--- src/design/cssc_pkg.sv ---
// cssc_pkg: constants for the clock source and start-up controller
// assumes fuse values are static after reset release
package cssc_pkg;
  // source kinds decoded from the select fuses
  typedef enum logic [2:0] {
    CSSC_SRC_XTAL   = 3'h0,
    CSSC_SRC_LOWF   = 3'h1,
    CSSC_SRC_RC     = 3'h2,
    CSSC_SRC_EXT    = 3'h3,
    CSSC_SRC_RSVD   = 3'h4
  } cssc_src_type;

  // reset delay kinds
  typedef enum logic [1:0] {
    CSSC_DLY_NONE = 2'h0,
    CSSC_DLY_4K   = 2'h1,
    CSSC_DLY_64K  = 2'h2,
    CSSC_DLY_RSVD = 2'h3
  } cssc_dly_type;

  // sequencer states
  typedef enum logic [2:0] {
    CSSC_ST_RESET_DLY = 3'h0,
    CSSC_ST_SRC_CNT   = 3'h1,
    CSSC_ST_RUN       = 3'h2,
    CSSC_ST_SLEEP     = 3'h3,
    CSSC_ST_HALT      = 3'h4
  } cssc_state_type;

  // fuse reset values (as shipped)
  localparam logic [3:0] CSSC_SEL_RST   = 4'h2;
  localparam logic [1:0] CSSC_SUT_RST   = 2'h2;
  localparam logic       CSSC_DIV8_RST  = 1'h0;
  // start-up counts in source cycles
  localparam logic [15:0] CSSC_CNT_6    = 16'h0006;
  localparam logic [15:0] CSSC_CNT_258  = 16'h0102;
  localparam logic [15:0] CSSC_CNT_1K   = 16'h0400;
  localparam logic [15:0] CSSC_CNT_16K  = 16'h4000;
  localparam logic [15:0] CSSC_CNT_32K  = 16'h8000;
  // watchdog oscillator counts
  localparam int CSSC_WDT_4K  = 4096;
  localparam int CSSC_WDT_64K = 65536;
endpackage

--- src/design/cssc_top.sv ---
// cssc_top: clock source decode, clock domain enables, start-up sequencing
// assumes source and watchdog ticks and the async crystal tick are pins
`timescale 1ns/1ns
module cssc_top #(
  parameter int WDT_4K_CYC  = cssc_pkg::CSSC_WDT_4K,
  parameter int WDT_64K_CYC = cssc_pkg::CSSC_WDT_64K
) (
  // clock and reset
  input  wire logic       mclk,
  input  wire logic       reset_n,
  // fuses, active low programmed
  input  wire logic [3:0] clock_source_select_fuses,
  input  wire logic [1:0] startup_time_fuses,
  input  wire logic       divide_by_eight_fuse,
  // oscillator ticks from pins
  input  wire logic       source_clock_tick,
  input  wire logic       watchdog_tick,
  input  wire logic       async_crystal_tick,
  // sleep control
  input  wire logic       sleep_req,
  input  wire logic       sleep_deep,
  input  wire logic       wake_req,
  input  wire logic       async_int_pin,
  // clock domain enables
  output logic            core_clock,
  output logic            peripheral_clock,
  output logic            program_memory_clock,
  output logic            async_timer_clock,
  // status
  output logic            core_reset_n,
  output logic            load_caps_en,
  output logic [1:0]      crystal_range,
  output logic            div8_active,
  output logic            fuse_reserved,
  output logic            async_int_flag
);
  // refuse watchdog counts that the 17-bit counter cannot serve
  if (WDT_4K_CYC < 1 || WDT_64K_CYC < WDT_4K_CYC || WDT_64K_CYC > 65536) begin : g_bad_cfg
    $error("cssc_top: bad watchdog counts");
  end

  ////////////////////////////////////////////////////////////////////////
  typedef struct packed {
    logic [1:0]             src_s;
    logic [1:0]             wdt_s;
    logic [1:0]             asy_s;
    logic [1:0]             ai_s;
    logic                   src_p;
    logic                   wdt_p;
    logic                   asy_p;
    logic [3:0]             sel;
    logic [1:0]             sut;
    logic                   div8;
    logic                   latched;
    cssc_pkg::cssc_state_type st;
    logic [16:0]            cnt;
    logic                   deep;
    logic                   core_en;
    logic                   per_en;
    logic                   asy_en;
    logic                   ai_flag;
  } cssc_regs_type;

  cssc_regs_type r_q;
  cssc_regs_type r_d;

  // fuse decode; zero is programmed, values used as printed
  cssc_pkg::cssc_src_type src;
  cssc_pkg::cssc_dly_type dly;
  logic [15:0]            wake_cnt;
  logic [16:0]            dly_cyc;
  logic                   src_edge;
  logic                   wdt_edge;

  always_comb begin
    src      = cssc_pkg::CSSC_SRC_RSVD;
    dly      = cssc_pkg::CSSC_DLY_RSVD;
    wake_cnt = cssc_pkg::CSSC_CNT_6;
    if (r_q.sel[3]) begin
      src = cssc_pkg::CSSC_SRC_XTAL;
    end else if (r_q.sel[2]) begin
      src = cssc_pkg::CSSC_SRC_LOWF;
    end else if (r_q.sel == 4'h2) begin
      src = cssc_pkg::CSSC_SRC_RC;
    end else if (r_q.sel == 4'h0) begin
      src = cssc_pkg::CSSC_SRC_EXT;
    end
    unique case (src)
      cssc_pkg::CSSC_SRC_XTAL: begin
        if (!r_q.sel[0]) begin
          wake_cnt = r_q.sut[1] ? cssc_pkg::CSSC_CNT_1K : cssc_pkg::CSSC_CNT_258;
          unique case (r_q.sut)
            2'h0:    dly = cssc_pkg::CSSC_DLY_4K;
            2'h1:    dly = cssc_pkg::CSSC_DLY_64K;
            2'h2:    dly = cssc_pkg::CSSC_DLY_NONE;
            2'h3:    dly = cssc_pkg::CSSC_DLY_4K;
          endcase
        end else begin
          wake_cnt = (r_q.sut == 2'h0) ? cssc_pkg::CSSC_CNT_1K : cssc_pkg::CSSC_CNT_16K;
          unique case (r_q.sut)
            2'h0:    dly = cssc_pkg::CSSC_DLY_64K;
            2'h1:    dly = cssc_pkg::CSSC_DLY_NONE;
            2'h2:    dly = cssc_pkg::CSSC_DLY_4K;
            2'h3:    dly = cssc_pkg::CSSC_DLY_64K;
          endcase
        end
      end
      cssc_pkg::CSSC_SRC_LOWF: begin
        wake_cnt = r_q.sel[0] ? cssc_pkg::CSSC_CNT_32K : cssc_pkg::CSSC_CNT_1K;
        dly = cssc_pkg::cssc_dly_type'(r_q.sut);
      end
      cssc_pkg::CSSC_SRC_RC, cssc_pkg::CSSC_SRC_EXT: begin
        wake_cnt = cssc_pkg::CSSC_CNT_6;
        dly = cssc_pkg::cssc_dly_type'(r_q.sut);
      end
      default: begin
        wake_cnt = cssc_pkg::CSSC_CNT_6;
        dly      = cssc_pkg::CSSC_DLY_RSVD;
      end
    endcase
    unique case (dly)
      cssc_pkg::CSSC_DLY_4K:  dly_cyc = 17'(WDT_4K_CYC);
      cssc_pkg::CSSC_DLY_64K: dly_cyc = 17'(WDT_64K_CYC);
      default:                dly_cyc = 17'h00000;
    endcase
  end

  // synchronised pin edges
  assign src_edge = r_q.src_s[1] & ~r_q.src_p;
  assign wdt_edge = r_q.wdt_s[1] & ~r_q.wdt_p;

  ////////////////////////////////////////////////////////////////////////
  // next state
  always_comb begin
    r_d       = r_q;
    r_d.src_s = {r_q.src_s[0], source_clock_tick};
    r_d.wdt_s = {r_q.wdt_s[0], watchdog_tick};
    r_d.asy_s = {r_q.asy_s[0], async_crystal_tick};
    r_d.ai_s  = {r_q.ai_s[0], async_int_pin};
    r_d.src_p = r_q.src_s[1];
    r_d.wdt_p = r_q.wdt_s[1];
    r_d.asy_p = r_q.asy_s[1];
    // fuses sampled once after reset release
    if (!r_q.latched) begin
      r_d.latched = 1'b1;
      r_d.sel     = clock_source_select_fuses;
      r_d.sut     = startup_time_fuses;
      r_d.div8    = divide_by_eight_fuse;
    end
    // async interrupt caught even with peripheral clock stopped
    if (r_q.ai_s[1]) begin
      r_d.ai_flag = 1'b1;
    end else if (r_q.per_en) begin
      r_d.ai_flag = 1'b0;
    end
    unique case (r_q.st)
      cssc_pkg::CSSC_ST_RESET_DLY: begin
        r_d.core_en = 1'b0;
        r_d.per_en  = 1'b0;
        if (!r_q.latched) begin
          r_d.cnt = 17'h00000;
        end else if (dly == cssc_pkg::CSSC_DLY_RSVD || src == cssc_pkg::CSSC_SRC_RSVD) begin
          r_d.st = cssc_pkg::CSSC_ST_HALT;
        end else if (r_q.cnt >= dly_cyc) begin
          r_d.st  = cssc_pkg::CSSC_ST_SRC_CNT;
          r_d.cnt = 17'h00000;
        end else if (wdt_edge) begin
          r_d.cnt = r_q.cnt + 17'h00001;
        end
      end
      cssc_pkg::CSSC_ST_SRC_CNT: begin
        if (r_q.cnt >= {1'b0, wake_cnt}) begin
          r_d.st      = cssc_pkg::CSSC_ST_RUN;
          r_d.core_en = 1'b1;
          r_d.per_en  = 1'b1;
          r_d.cnt     = 17'h00000;
        end else if (src_edge) begin
          r_d.cnt = r_q.cnt + 17'h00001;
        end
      end
      cssc_pkg::CSSC_ST_RUN: begin
        if (sleep_req) begin
          r_d.st      = cssc_pkg::CSSC_ST_SLEEP;
          r_d.deep    = sleep_deep;
          r_d.core_en = 1'b0;
          r_d.per_en  = ~sleep_deep;
        end
      end
      cssc_pkg::CSSC_ST_SLEEP: begin
        if (wake_req || r_q.ai_flag) begin
          if (r_q.deep) begin
            r_d.st  = cssc_pkg::CSSC_ST_SRC_CNT;
            r_d.cnt = 17'h00000;
          end else begin
            r_d.st      = cssc_pkg::CSSC_ST_RUN;
            r_d.core_en = 1'b1;
            r_d.per_en  = 1'b1;
          end
        end
      end
      cssc_pkg::CSSC_ST_HALT: begin
        r_d.core_en = 1'b0;
        r_d.per_en  = 1'b0;
      end
      default: begin
        r_d.st = cssc_pkg::CSSC_ST_HALT;
      end
    endcase
  end

  ////////////////////////////////////////////////////////////////////////
  // state register
  always_ff @(posedge mclk or negedge reset_n) begin
    if (!reset_n) begin
      r_q         <= '0;
      r_q.st      <= cssc_pkg::CSSC_ST_RESET_DLY;
      r_q.sel     <= cssc_pkg::CSSC_SEL_RST;
      r_q.sut     <= cssc_pkg::CSSC_SUT_RST;
      r_q.div8    <= cssc_pkg::CSSC_DIV8_RST;
    end else begin
      r_q <= r_d;
    end
  end

  ////////////////////////////////////////////////////////////////////////
  // outputs
  assign core_clock           = r_q.core_en;
  assign program_memory_clock = r_q.core_en;
  assign peripheral_clock     = r_q.per_en;
  assign async_timer_clock    = r_q.asy_s[1] & ~r_q.asy_p;
  assign core_reset_n         = r_q.st != cssc_pkg::CSSC_ST_RESET_DLY
                             && r_q.st != cssc_pkg::CSSC_ST_HALT
                             && !(r_q.st == cssc_pkg::CSSC_ST_SRC_CNT && !r_q.deep);
  assign load_caps_en   = (src == cssc_pkg::CSSC_SRC_LOWF) && r_q.sel[1];
  assign crystal_range  = (src == cssc_pkg::CSSC_SRC_XTAL) ? r_q.sel[2:1] : 2'h0;
  assign div8_active    = ~r_q.div8;
  assign fuse_reserved  = (src == cssc_pkg::CSSC_SRC_RSVD) || (dly == cssc_pkg::CSSC_DLY_RSVD);
  assign async_int_flag = r_q.ai_flag;
endmodule

--- config.mk ---
export PLATFORM = sky130hd
export DESIGN_NAME = cssc_top
export DESIGN_NICKNAME = d
export VERILOG_FILES = /design/src/design/cssc_pkg.sv /design/src/design/cssc_top.sv
export SDC_FILE = /design/constraint.sdc
export NUM_CORES = 1
export LEC_CHECK = 0
export ABC_AREA = 1
export BUFFER_PORTS_ARGS = -buffer_cell sky130_fd_sc_hd__buf_2
export CAP_MARGIN = 20
export CORE_ASPECT_RATIO = 1.2
export CORE_UTILIZATION = 40
export CTS_BUF_LIST = sky130_fd_sc_hd__clkbuf_8
export DETAILED_ROUTE_END_ITERATION = 6
export PLACE_DENSITY = 0.62
export SYNTH_ARGS = -nofsm -noshare
export SYNTH_HDL_FRONTEND = slang
export SYNTH_SLANG_ARGS = --single-unit
--- constraint.sdc ---
create_clock -name mclk -period 3.5 [get_ports mclk]
set_clock_uncertainty 0.2 [all_clocks]
set_input_delay 0.35 -clock mclk [delete_from_list [all_inputs] [get_ports mclk]]
set_output_delay 0.35 -clock mclk [all_outputs]
set_load 0.01 [all_outputs]
==> flow_metrics.env, run 1 <==
export IMPL_reg2reg_to="r_q[5]"
export IMPL_synth_edf_count=0
export IMPL_fin_total_pwr_w=0.001011
export IMPL_crit_path_start_kind="register"
export IMPL_cts_root_buffer_cell="clkbuf_8"
export IMPL_post_synth_top_count_cell="nand2_1"
export IMPL_route_detailed_wl_per_inst_um=12.00
export IMPL_min_path_type="input port to register"
export IMPL_synthesis_nets=436
export IMPL_tritoncts_buffers=5
export IMPL_floorplan_die_height_um=95.18
export IMPL_final_period_minus_worst_setup_slack_ps=3131
export IMPL_finalSetupViolCount=0
export IMPL_hold_violations=0
export IMPL_grt_start_max_net_pins=44
export IMPL_finalSetupTns_ps=0
export IMPL_core_area_um2=6895
export IMPL_min_from="clock_source_select_fuses[1]"
export IMPL_end_kind="register"
export IMPL_setup_worst_path_class="register to register"
export IMPL_worst_hold_path_endpoint="r_q[30]"
export IMPL_synth_avg_cell_area_um2=7.111
export IMPL_syn2layout_area_growth_pct=11.24
export IMPL_post_synthesis_cell_area_um2=2894
export IMPL_synth_top_cell_area_share=0.3545
export IMPL_globalplace_congestion=0.8542
export IMPL_num_io_pins=27
export IMPL_post_synth_top_area_cell="dfrtp_1"
export IMPL_final_setup_margin_ps=368.8
export IMPL_synth_seq_area_share=0.3727
export IMPL_dr_total_vias=2536
export IMPL_ant_diodes=0
export IMPL_post_synthesis_instance_total=407
export IMPL_design_final_nets=463
export IMPL_viasPerCell=4.858
export IMPL_synth_cell_type_count=35
export IMPL_timing_final_max_slew_violations=0
export IMPL_run_status="finished, final reports clean"
export IMPL_max_freq_ghz=0.3194
export IMPL_first_global_vias=2449
export IMPL_rr_worst_depth=17
export IMPL_synth_top_cells_by_count="138 x nand2_1, 49 x nor2_1, 44 x inv_1, 41 x dfrtp_1, 21 x nand3_1"
export IMPL_portbufs=26
export IMPL_tritoncts="done"
export IMPL_ys_dominant_reg_cell="dfrtp_1"
export IMPL_power_density_nw_per_um2=313.9
export IMPL_cap_viol_max_count=0
export IMPL_die_area_um2=7581
export IMPL_initial_core_util=0.4197
export IMPL_grt_first_pass_wirelength_um=10850
export IMPL_clock_insertion_delay_worst_skew_ps=310
export IMPL_vdd_ir_drop_max_mv=0.1370
export IMPL_setup_ws_pre_cts_ps=367.5
export IMPL_timing_reg2reg_setup_slack_ps=370
export IMPL_highest_net_fanout_along_the_worst_path=17
export IMPL_final_antenna_net_count=0
export IMPL_placement_rows=33
export IMPL_drt_first_iter_violations=112
export IMPL_timing_critical_path_arrival_ps=3190
export IMPL_layout_worst_path_cycle_share=0.8946
export IMPL_async_set_or_reset_register_ratio_after_synthesis=1.000
export IMPL_ys_warn_count=0
export IMPL_cts_post_setup_buffers_inserted=0
export IMPL_number_of_buffers_on_the_longest_clock_path=2
export IMPL_rsz0062_at_grt="false"
export IMPL_p_leak_nw=1.673
export IMPL_fin_area_um2=3219
export IMPL_fin_hold_ws_ps=40.29
export IMPL_post_route_cells_drive_above_1_share=0.1540
export IMPL_dieWidth_um=79.65
export IMPL_min_path_cells=3
export IMPL_globalRouteOverflowTotal=0
export IMPL_dp_final_hpwl_um=4680
export IMPL_grt_antenna_before_repair=0
export IMPL_number_of_h_tree_branching_levels=2
export IMPL_timing_rr_start="r_q[28]"
export IMPL_drt_pass1_iter_count=4
export IMPL_grt_util_all_layers=0.1855
export IMPL_worstPathRequired_ps=3560
export IMPL_numClockSinks=43
export IMPL_ys_seq_elements=43
export IMPL_drt_drc_violations_left=0
export IMPL_clk_pin_slew_worst_paths_ps=90
export IMPL_wirelength_um=6262
export IMPL_place_area_um2=3057
export IMPL_ys_top_cells_by_area="dfrtp_1 35%, nand2_1 18%, nor2_1 6.4%"
[report_power, final]
| group | switching (W) | leakage (nW) | internal, W |
|---|---|---|---|
| clock network | 0.000196 | 0.0408 | 0.000143 |
| logic | 0.0000937 | 1.09 | 0.0000540 |
| registers | 0.0000114 | 0.541 | 0.000512 |
| total | 0.000301 | 1.67 | 0.000709 |
[state kept, by name, summed over array words and instances (netlist names)]
signal,flops
r_d,7
peripheral_clock,1
async_int_flag,1
core_clock,1
r_q,33
[worst max-delay path, cell delays in order (launching register included)]
cell and delay [ps]:
dfstp_2 550, inv_1 80, ha_1 290, nand2_1 70
nand3_1 90, nand3_1 150, nand3_1 100, ha_1 330
inv_1 50, nor2_1 130, nand2_1 70, nor2_1 120
nor2_2 60, nand3_1 100, nand3_1 130, nor2_4 360
nand2_1 110, nand2_1 80
[worst max-delay path by stage]
stage                 start       to  slack [ps]  depth (start not counted)
floorplan           r_q[28]  r_q[15]         680                         19
global placement    r_q[28]   r_q[7]         470                         17
detailed placement  r_q[28]   r_q[5]         370                         17
CTS                 r_q[28]   r_q[5]         340                         17
global route        r_q[28]  r_q[21]          50                         17
finish              r_q[28]   r_q[5]         370                         17
[placed cells by master (no fill, tap or decap), types with 2 or more instances in the layout]
master / count
xor2_1: 10
nor2_1: 49
nor2_4: 3
ha_1: 13
dfrtp_1: 41
nand4_1: 6
a21oi_1: 11
nand3_2: 2
a21oi_2: 10
buf_2: 26
xnor2_1: 2
clkbuf_8: 5
dfstp_2: 2
dlygate4sd3_1: 5
o21bai_1: 3
clkinvlp_4: 2
inv_2: 5
nand2_1: 138
nor2_2: 5
nor3_1: 3
inv_1: 44
nand3b_1: 4
o21ai_0: 10
nand3_1: 21
nand2_2: 2
[logic make-up after synthesis]
family / synth area share
other cells: 0.001296
fa+ha+maj: 0.05621
compound gates: 0.08604
flops: 0.3727
buf+inv: 0.09252
simple gates: 0.3550
xor+xnor: 0.03632
[through the flow]
stage	instances	util
floorplan	407	-
global placement	508	0.4433
detailed placement	508	0.4433
CTS	520	0.4625
global route	522	0.4669
finish	522	0.4669
[layer usage]
metal  wire length (um)  part of all wire  global-route usage
met4                108             0.017             0.07273
met1               2774              0.44              0.2162
met2               3134              0.50              0.3348
met5                  0                 0                   0
met3                244             0.039             0.03158
[what timing repair did]
action	CTS	global route
gates resized for setup	0	0
endpoints found under the hold margin	4	11
hold buffers	4	1
[cell type report]
type                    count  area (um2)
repair buffers             33       207.7
well taps                  87       108.9
multi-input cells         302        1548
clock inverters             3       23.77
clock buffers               5       68.82
flip-flops and latches     43        1079
inverters                  49       183.9
fillers                   706        3676
Note: power is estimated with default switching activity, not from simulation.
==> run 2, diff against run 1 <==
Settings changed: CORE_MARGIN set to 2.
==> flow_metrics.env, run 2 (synthesized netlist as in run 1, its figures left out) <==
export IMPL_run_status="finished with violations"
export IMPL_violations="hold timing"
export IMPL_vdd_ir_drop_max_mv=0.1489
export IMPL_placement_rows=33
export IMPL_core_area_um2=6937
export IMPL_dr_total_vias=2501
export IMPL_initial_core_util=0.4172
export IMPL_highest_net_fanout_along_the_worst_path=12
export IMPL_fin_total_pwr_w=0.0009624
export IMPL_cap_viol_max_count=0
export IMPL_reg2reg_to="r_q[9]"
export IMPL_max_freq_ghz=0.3259
export IMPL_worstPathRequired_ps=3540
export IMPL_rr_worst_depth=17
export IMPL_floorplan_die_height_um=97.18
export IMPL_layout_commonest_cell="nand2_1"
export IMPL_final_fill_count=691
export IMPL_number_of_h_tree_branching_levels=2
export IMPL_hold_violations=1
export IMPL_end_kind="register"
export IMPL_timing_critical_path_arrival_ps=3100
export IMPL_portbufs=26
export IMPL_globalplace_congestion=0.8646
export IMPL_route_detailed_wl_per_inst_um=11.34
export IMPL_place_area_um2=3057
export IMPL_ant_diodes=0
export IMPL_timing_final_max_slew_violations=0
export IMPL_maxSlewHeadroom=0.3621
export IMPL_first_global_vias=2374
export IMPL_clock_insertion_delay_worst_skew_ps=300
export IMPL_timing_rr_start="r_q[28]"
export IMPL_slowest_stage="dfstp_2"
export IMPL_numClockSinks=43
export IMPL_drt_drc_violations_left=0
export IMPL_power_density_nw_per_um2=300.5
export IMPL_viasPerCell=4.800
export IMPL_tritoncts_buffers=5
export IMPL_timing_worst_slew_pin_value_ps=956.9
export IMPL_mostFrequentLayoutCells="138 x nand2_1, 49 x nor2_1, 46 x inv_1"
export IMPL_final_setup_margin_ps=431.4
export IMPL_setup_ws_pre_cts_ps=370.4
export IMPL_final_period_minus_worst_setup_slack_ps=3069
export IMPL_tritoncts="done"
export IMPL_cpMostUsedCell="nand2_1"
export IMPL_dieWidth_um=81.65
export IMPL_die_area_um2=7935
export IMPL_setup_worst_path_class="register to register"
export IMPL_grt_start_max_net_pins=44
export IMPL_finalSetupViolCount=0
export IMPL_grt_util_all_layers=0.1653
export IMPL_area_occupied_by_multi_input_gates_um2=1553
export IMPL_grt_first_pass_wirelength_um=10520
export IMPL_num_io_pins=27
export IMPL_layout_worst_path_cycle_share=0.8767
export IMPL_crit_path_start_kind="register"
export IMPL_regMostFlops="r_q"
export IMPL_syn2layout_area_growth_pct=10.68
export IMPL_worstPathCellList="inv_1, ha_1, nand2_1, nand3_1, nand3_1, nand3_1, ha_1, inv_1, nor2_1, nand2_1, nand2_1, nor2_2, nand3_2, buf_4, a21oi_1, nand2_1, nand2_1"
export IMPL_fin_hold_ws_ps=-0.9532
export IMPL_grt_antenna_before_repair=0
export IMPL_post_route_cells_drive_above_1_share=0.1498
export IMPL_clk_pin_slew_worst_paths_ps=80
export IMPL_timing_reg2reg_setup_slack_ps=430
export IMPL_number_of_buffers_on_the_longest_clock_path=2
export IMPL_cts_root_buffer_cell="clkbuf_8"
export IMPL_globalRouteOverflowTotal=0
export IMPL_final_antenna_net_count=0
export IMPL_area_of_all_sequential_standard_cells_um2=1079
export IMPL_final_util=0.4618
export IMPL_design_final_nets=462
export IMPL_finalSetupTns_ps=0
export IMPL_drt_first_iter_violations=133
export IMPL_rsz0062_at_grt="false"
export IMPL_dp_final_hpwl_um=4389
export IMPL_largest_register_ffs=33
export IMPL_wirelength_um=5908
export IMPL_drt_pass1_iter_count=4
export IMPL_fin_area_um2=3203
export IMPL_p_leak_nw=1.680
export IMPL_cpPeakStageDelay_ps=550
export IMPL_min_path_type="input port to asynchronous set/reset pin"
## run 2: changes by cell type in the layout (fill, tap and decap cells not counted)
| cell | before | now |
|---|---|---|
| clkinvlp_4 | 2 | 0 |
| inv_1 | 44 | 46 |
| clkinv_2 | 0 | 1 |
| dlygate4sd3_1 | 5 | 4 |
| inv_6 | 1 | 0 |
| nand2_2 | 2 | 1 |
| nand2_4 | 0 | 1 |
## run 2: area by class of cell
cell class / count / area share
sequential: 43 / 0.3367
tap: 87 / 0.03398
clock inverter: 3 / 0.003906
clock buffer: 5 / 0.02148
inverter: 49 / 0.05742
timing repair buffer: 32 / 0.06172
multi-input combinational: 302 / 0.4848
## run 2: repair_timing
item / 4_1_cts / 5_1_grt
resized for setup: 0 / 1
buffers inserted: 0 / 1
hold endpoints to repair: 4 / 0
endpoints found under the setup margin: 0 / 16
hold buffers: 4 / 0
## run 2: worst max-delay path by stage
stage          startpoint  endpoint  depth (start not counted)
2_1_floorplan     r_q[28]   r_q[15]                         19
3_3_place_gp      r_q[28]    r_q[6]                         17
3_5_place_dp      r_q[28]    r_q[5]                         17
4_1_cts           r_q[28]    r_q[5]                         17
5_1_grt           r_q[28]   r_q[19]                         18
6_report          r_q[28]    r_q[9]                         17
## run 2: power breakdown
part | switching [W] | internal [W] | leakage (nW) | total (W)
clock | 0.000162 | 0.000134 | 0.0505 | 0.000297
sequential | 0.0000112 | 0.000512 | 0.541 | 0.000523
combinational | 0.0000916 | 0.0000507 | 1.09 | 0.000142
total | 0.000265 | 0.000697 | 1.68 | 0.000962
## run 2: layer usage
layer	global-route usage	vias up	routed length, um
li1	-	1315	-
met1	0.2162	1140	2727
met2	0.2736	39	2893
met3	0.02323	7	169
met4	0.05897	0	118
met5	0	-	0
## run 2: worst max-delay path, delay by kind of cell (launching register included)
| kind | cells | cell delay (ps) |
|---|---|---|
| AOI/OAI and AO/OA | 1 | 160 |
| adders and majority gates | 2 | 620 |
| buffers and inverters | 3 | 410 |
| DFF | 1 | 550 |
| and+or+nand+nor | 11 | 1070 |
## run 2: per-stage QoR
step | hold slack (ps) | instances
2_1_floorplan | -145.6 | 407
3_3_place_gp | 133.8 | 508
3_5_place_dp | 135.8 | 508
4_1_cts | 36.61 | 520
5_1_grt | 45.16 | 521
6_report | -0.9532 | 521
==> run 3, diff against run 2 <==
Settings changed: PLACE_DENSITY 0.62 to 0.65.
Clock period 3.5 ns to 2.6 ns, I/O delays scaled along.
==> flow_metrics.env, run 3 (synthesized netlist as in run 1, its figures left out) <==
export IMPL_run_status="finished with violations"
export IMPL_violations="setup timing"
export IMPL_rr_worst_depth=18
export IMPL_min_from="sleep_deep"
export IMPL_final_antenna_net_count=0
export IMPL_timing_final_max_slew_violations=0
export IMPL_clock_insertion_delay_worst_skew_ps=310
export IMPL_clk_pin_slew_worst_paths_ps=90
export IMPL_viasPerCell=4.922
export IMPL_hold_violations=0
export IMPL_regMostFlops="r_q"
export IMPL_end_kind="register"
export IMPL_placement_rows=33
export IMPL_tritoncts_buffers=5
export IMPL_reg2reg_to="r_q[7]"
export IMPL_cts_root_buffer_cell="clkbuf_8"
export IMPL_final_period_minus_worst_setup_slack_ps=2842
export IMPL_design_final_nets=503
export IMPL_number_of_buffers_on_the_longest_clock_path=2
export IMPL_vdd_ir_drop_max_mv=0.2894
export IMPL_min_path_type="input port to register"
export IMPL_worstPathRequired_ps=2590
export IMPL_fin_cells=562
export IMPL_mostFrequentLayoutCells="122 x nand2_1, 44 x nor2_1, 41 x dfrtp_1"
export IMPL_layout_commonest_cell="nand2_1"
export IMPL_min_path_cells=3
export IMPL_final_util=0.5474
export IMPL_internal_power_w=0.001169
export IMPL_final_setup_margin_ps=-241.9
export IMPL_grt_first_pass_wirelength_um=12200
export IMPL_drt_pass1_iter_count=4
export IMPL_globalplace_congestion=0.8569
export IMPL_route_detailed_wl_per_inst_um=12.88
export IMPL_power_share_sequential=0.437
export IMPL_syn2layout_area_growth_pct=31.21
export IMPL_portbufs=26
export IMPL_worst_hold_path_endpoint="r_q[4]"
export IMPL_timing_rr_start="r_q[28]"
export IMPL_p_leak_nw=1.925
export IMPL_ant_diodes=0
export IMPL_place_area_um2=3274
export IMPL_power_frac_comb=0.236
export IMPL_setup_ws_pre_cts_ps=-232.9
export IMPL_highest_net_fanout_along_the_worst_path=5
export IMPL_rsz0062_at_grt="true"
export IMPL_netSwitchingPower_w=0.0004400
export IMPL_placed_cell_count=525
export IMPL_layout_worst_path_cycle_share=1.093
export IMPL_timing_reg2reg_setup_slack_ps=-240
export IMPL_power_density_nw_per_um2=423.8
export IMPL_globalRouteOverflowTotal=0
export IMPL_finalSetupViolCount=21
export IMPL_pwr_share_clk=0.327
export IMPL_dieWidth_um=81.65
export IMPL_grt_start_max_net_pins=44
export IMPL_num_io_pins=27
export IMPL_fin_area_um2=3797
export IMPL_grt_util_all_layers=0.1940
export IMPL_grt_antenna_before_repair=0
export IMPL_number_of_h_tree_branching_levels=2
export IMPL_fin_hold_ws_ps=17.96
export IMPL_sw_frac_of_total=0.2734
export IMPL_drt_drc_violations_left=0
export IMPL_dp_final_hpwl_um=4616
export IMPL_crit_path_start_kind="register"
export IMPL_drt_first_iter_violations=164
export IMPL_floorplan_die_height_um=97.18
export IMPL_first_global_vias=2823
export IMPL_initial_core_util=0.4172
export IMPL_wirelength_um=7240
export IMPL_die_area_um2=7935
export IMPL_max_freq_ghz=0.3519
export IMPL_timing_critical_path_arrival_ps=2830
export IMPL_core_area_um2=6937
export IMPL_cap_viol_max_count=0
export IMPL_largest_register_ffs=33
export IMPL_dr_total_vias=2766
export IMPL_setup_worst_path_class="register to register"
export IMPL_tritoncts="done"
export IMPL_post_route_cells_drive_above_1_share=0.2863
export IMPL_numClockSinks=43
export IMPL_final_fill_count=656
==> run 3: cell count changes in the layout (fill, tap and decap cells not counted), sizes merged <==
cell         before  now
dlygate4sd3       4   12
clkbuf            5    6
inv              51   49
buf              28   58
clkinv            1    2
nand2           140  142
bufinv            0    1
==> run 3: critical path, cell delays in order, from the launching register on <==
cell and delay, ps:
dfstp_2 540, inv_2 60, ha_4 240, nand2_2 60, nand3_2 110, nand3_2 100, nand3_2 90, ha_4 300
inv_2 30, nor2_2 80, nand2_1 70, nor2_2 150, nor2_4 70, nand3_2 90, nand2_2 60, nor2_4 210
nand2_4 140, nand2_1 90, nand2_1 50
==> run 3: worst max-delay path by stage <==
stage	slack, ps	depth (start not counted)	startpoint	endpoint
final	-240	18	r_q[28]	r_q[7]
after global routing	-400	18	r_q[28]	r_q[17]
after CTS	-160	18	r_q[28]	r_q[6]
after detailed placement	-230	19	r_q[28]	r_q[8]
after global placement	-170	19	r_q[28]	r_q[6]
after floorplan	-60	20	r_q[28]	r_q[21]
==> run 3: final cells by class <==
cell class,count,area [um2],area share
Multi-Input combinational cell,304,1714,0.4514
Sequential cell,43,1079,0.2840
Timing Repair Buffer,71,599.3,0.1578
Inverter,49,183.9,0.04843
Tap cell,87,108.9,0.02867
Clock buffer,5,68.82,0.01812
Clock inverter,3,43.79,0.01153
==> run 3: per-layer routing <==
metal,up-vias,track usage,wire length (um)
met1,1279,0.2240,3004
met5,-,0,0
li1,1406,-,-
met4,0,0.06923,173
met2,66,0.3518,3761
met3,15,0.02974,301
==> run 3: repair_timing <==
item / in CTS / in global routing
hold buffers: 12 / 0
hold endpoints to repair: 52 / 0
setup buffers: 9 / 3
resized for setup: 22 / 17
gates cloned: 3 / 1
setup endpoints to repair: 20 / 23
pin swaps: 24 / 21
==> run 3: power by group through the flow <==
stage / sequential, W / clock (W) / combinational [W]
after floorplan: 0.000709 / 0 / 0.000155
after global placement: 0.000715 / 0 / 0.000253
after detailed placement: 0.000716 / 0 / 0.000257
after CTS: 0.000703 / 0.000546 / 0.000332
after global routing: 0.000706 / 0.000570 / 0.000418
final: 0.000703 / 0.000526 / 0.000380
==> run 3: through the flow <==
stage / power [W] / TNS, ps
2_1_floorplan: 0.0008640 / -612.7
3_3_place_gp: 0.0009678 / -2775
3_5_place_dp: 0.0009726 / -3758
4_1_cts: 0.001581 / -2394
5_1_grt: 0.001694 / -7576
6_report: 0.001609 / -4069
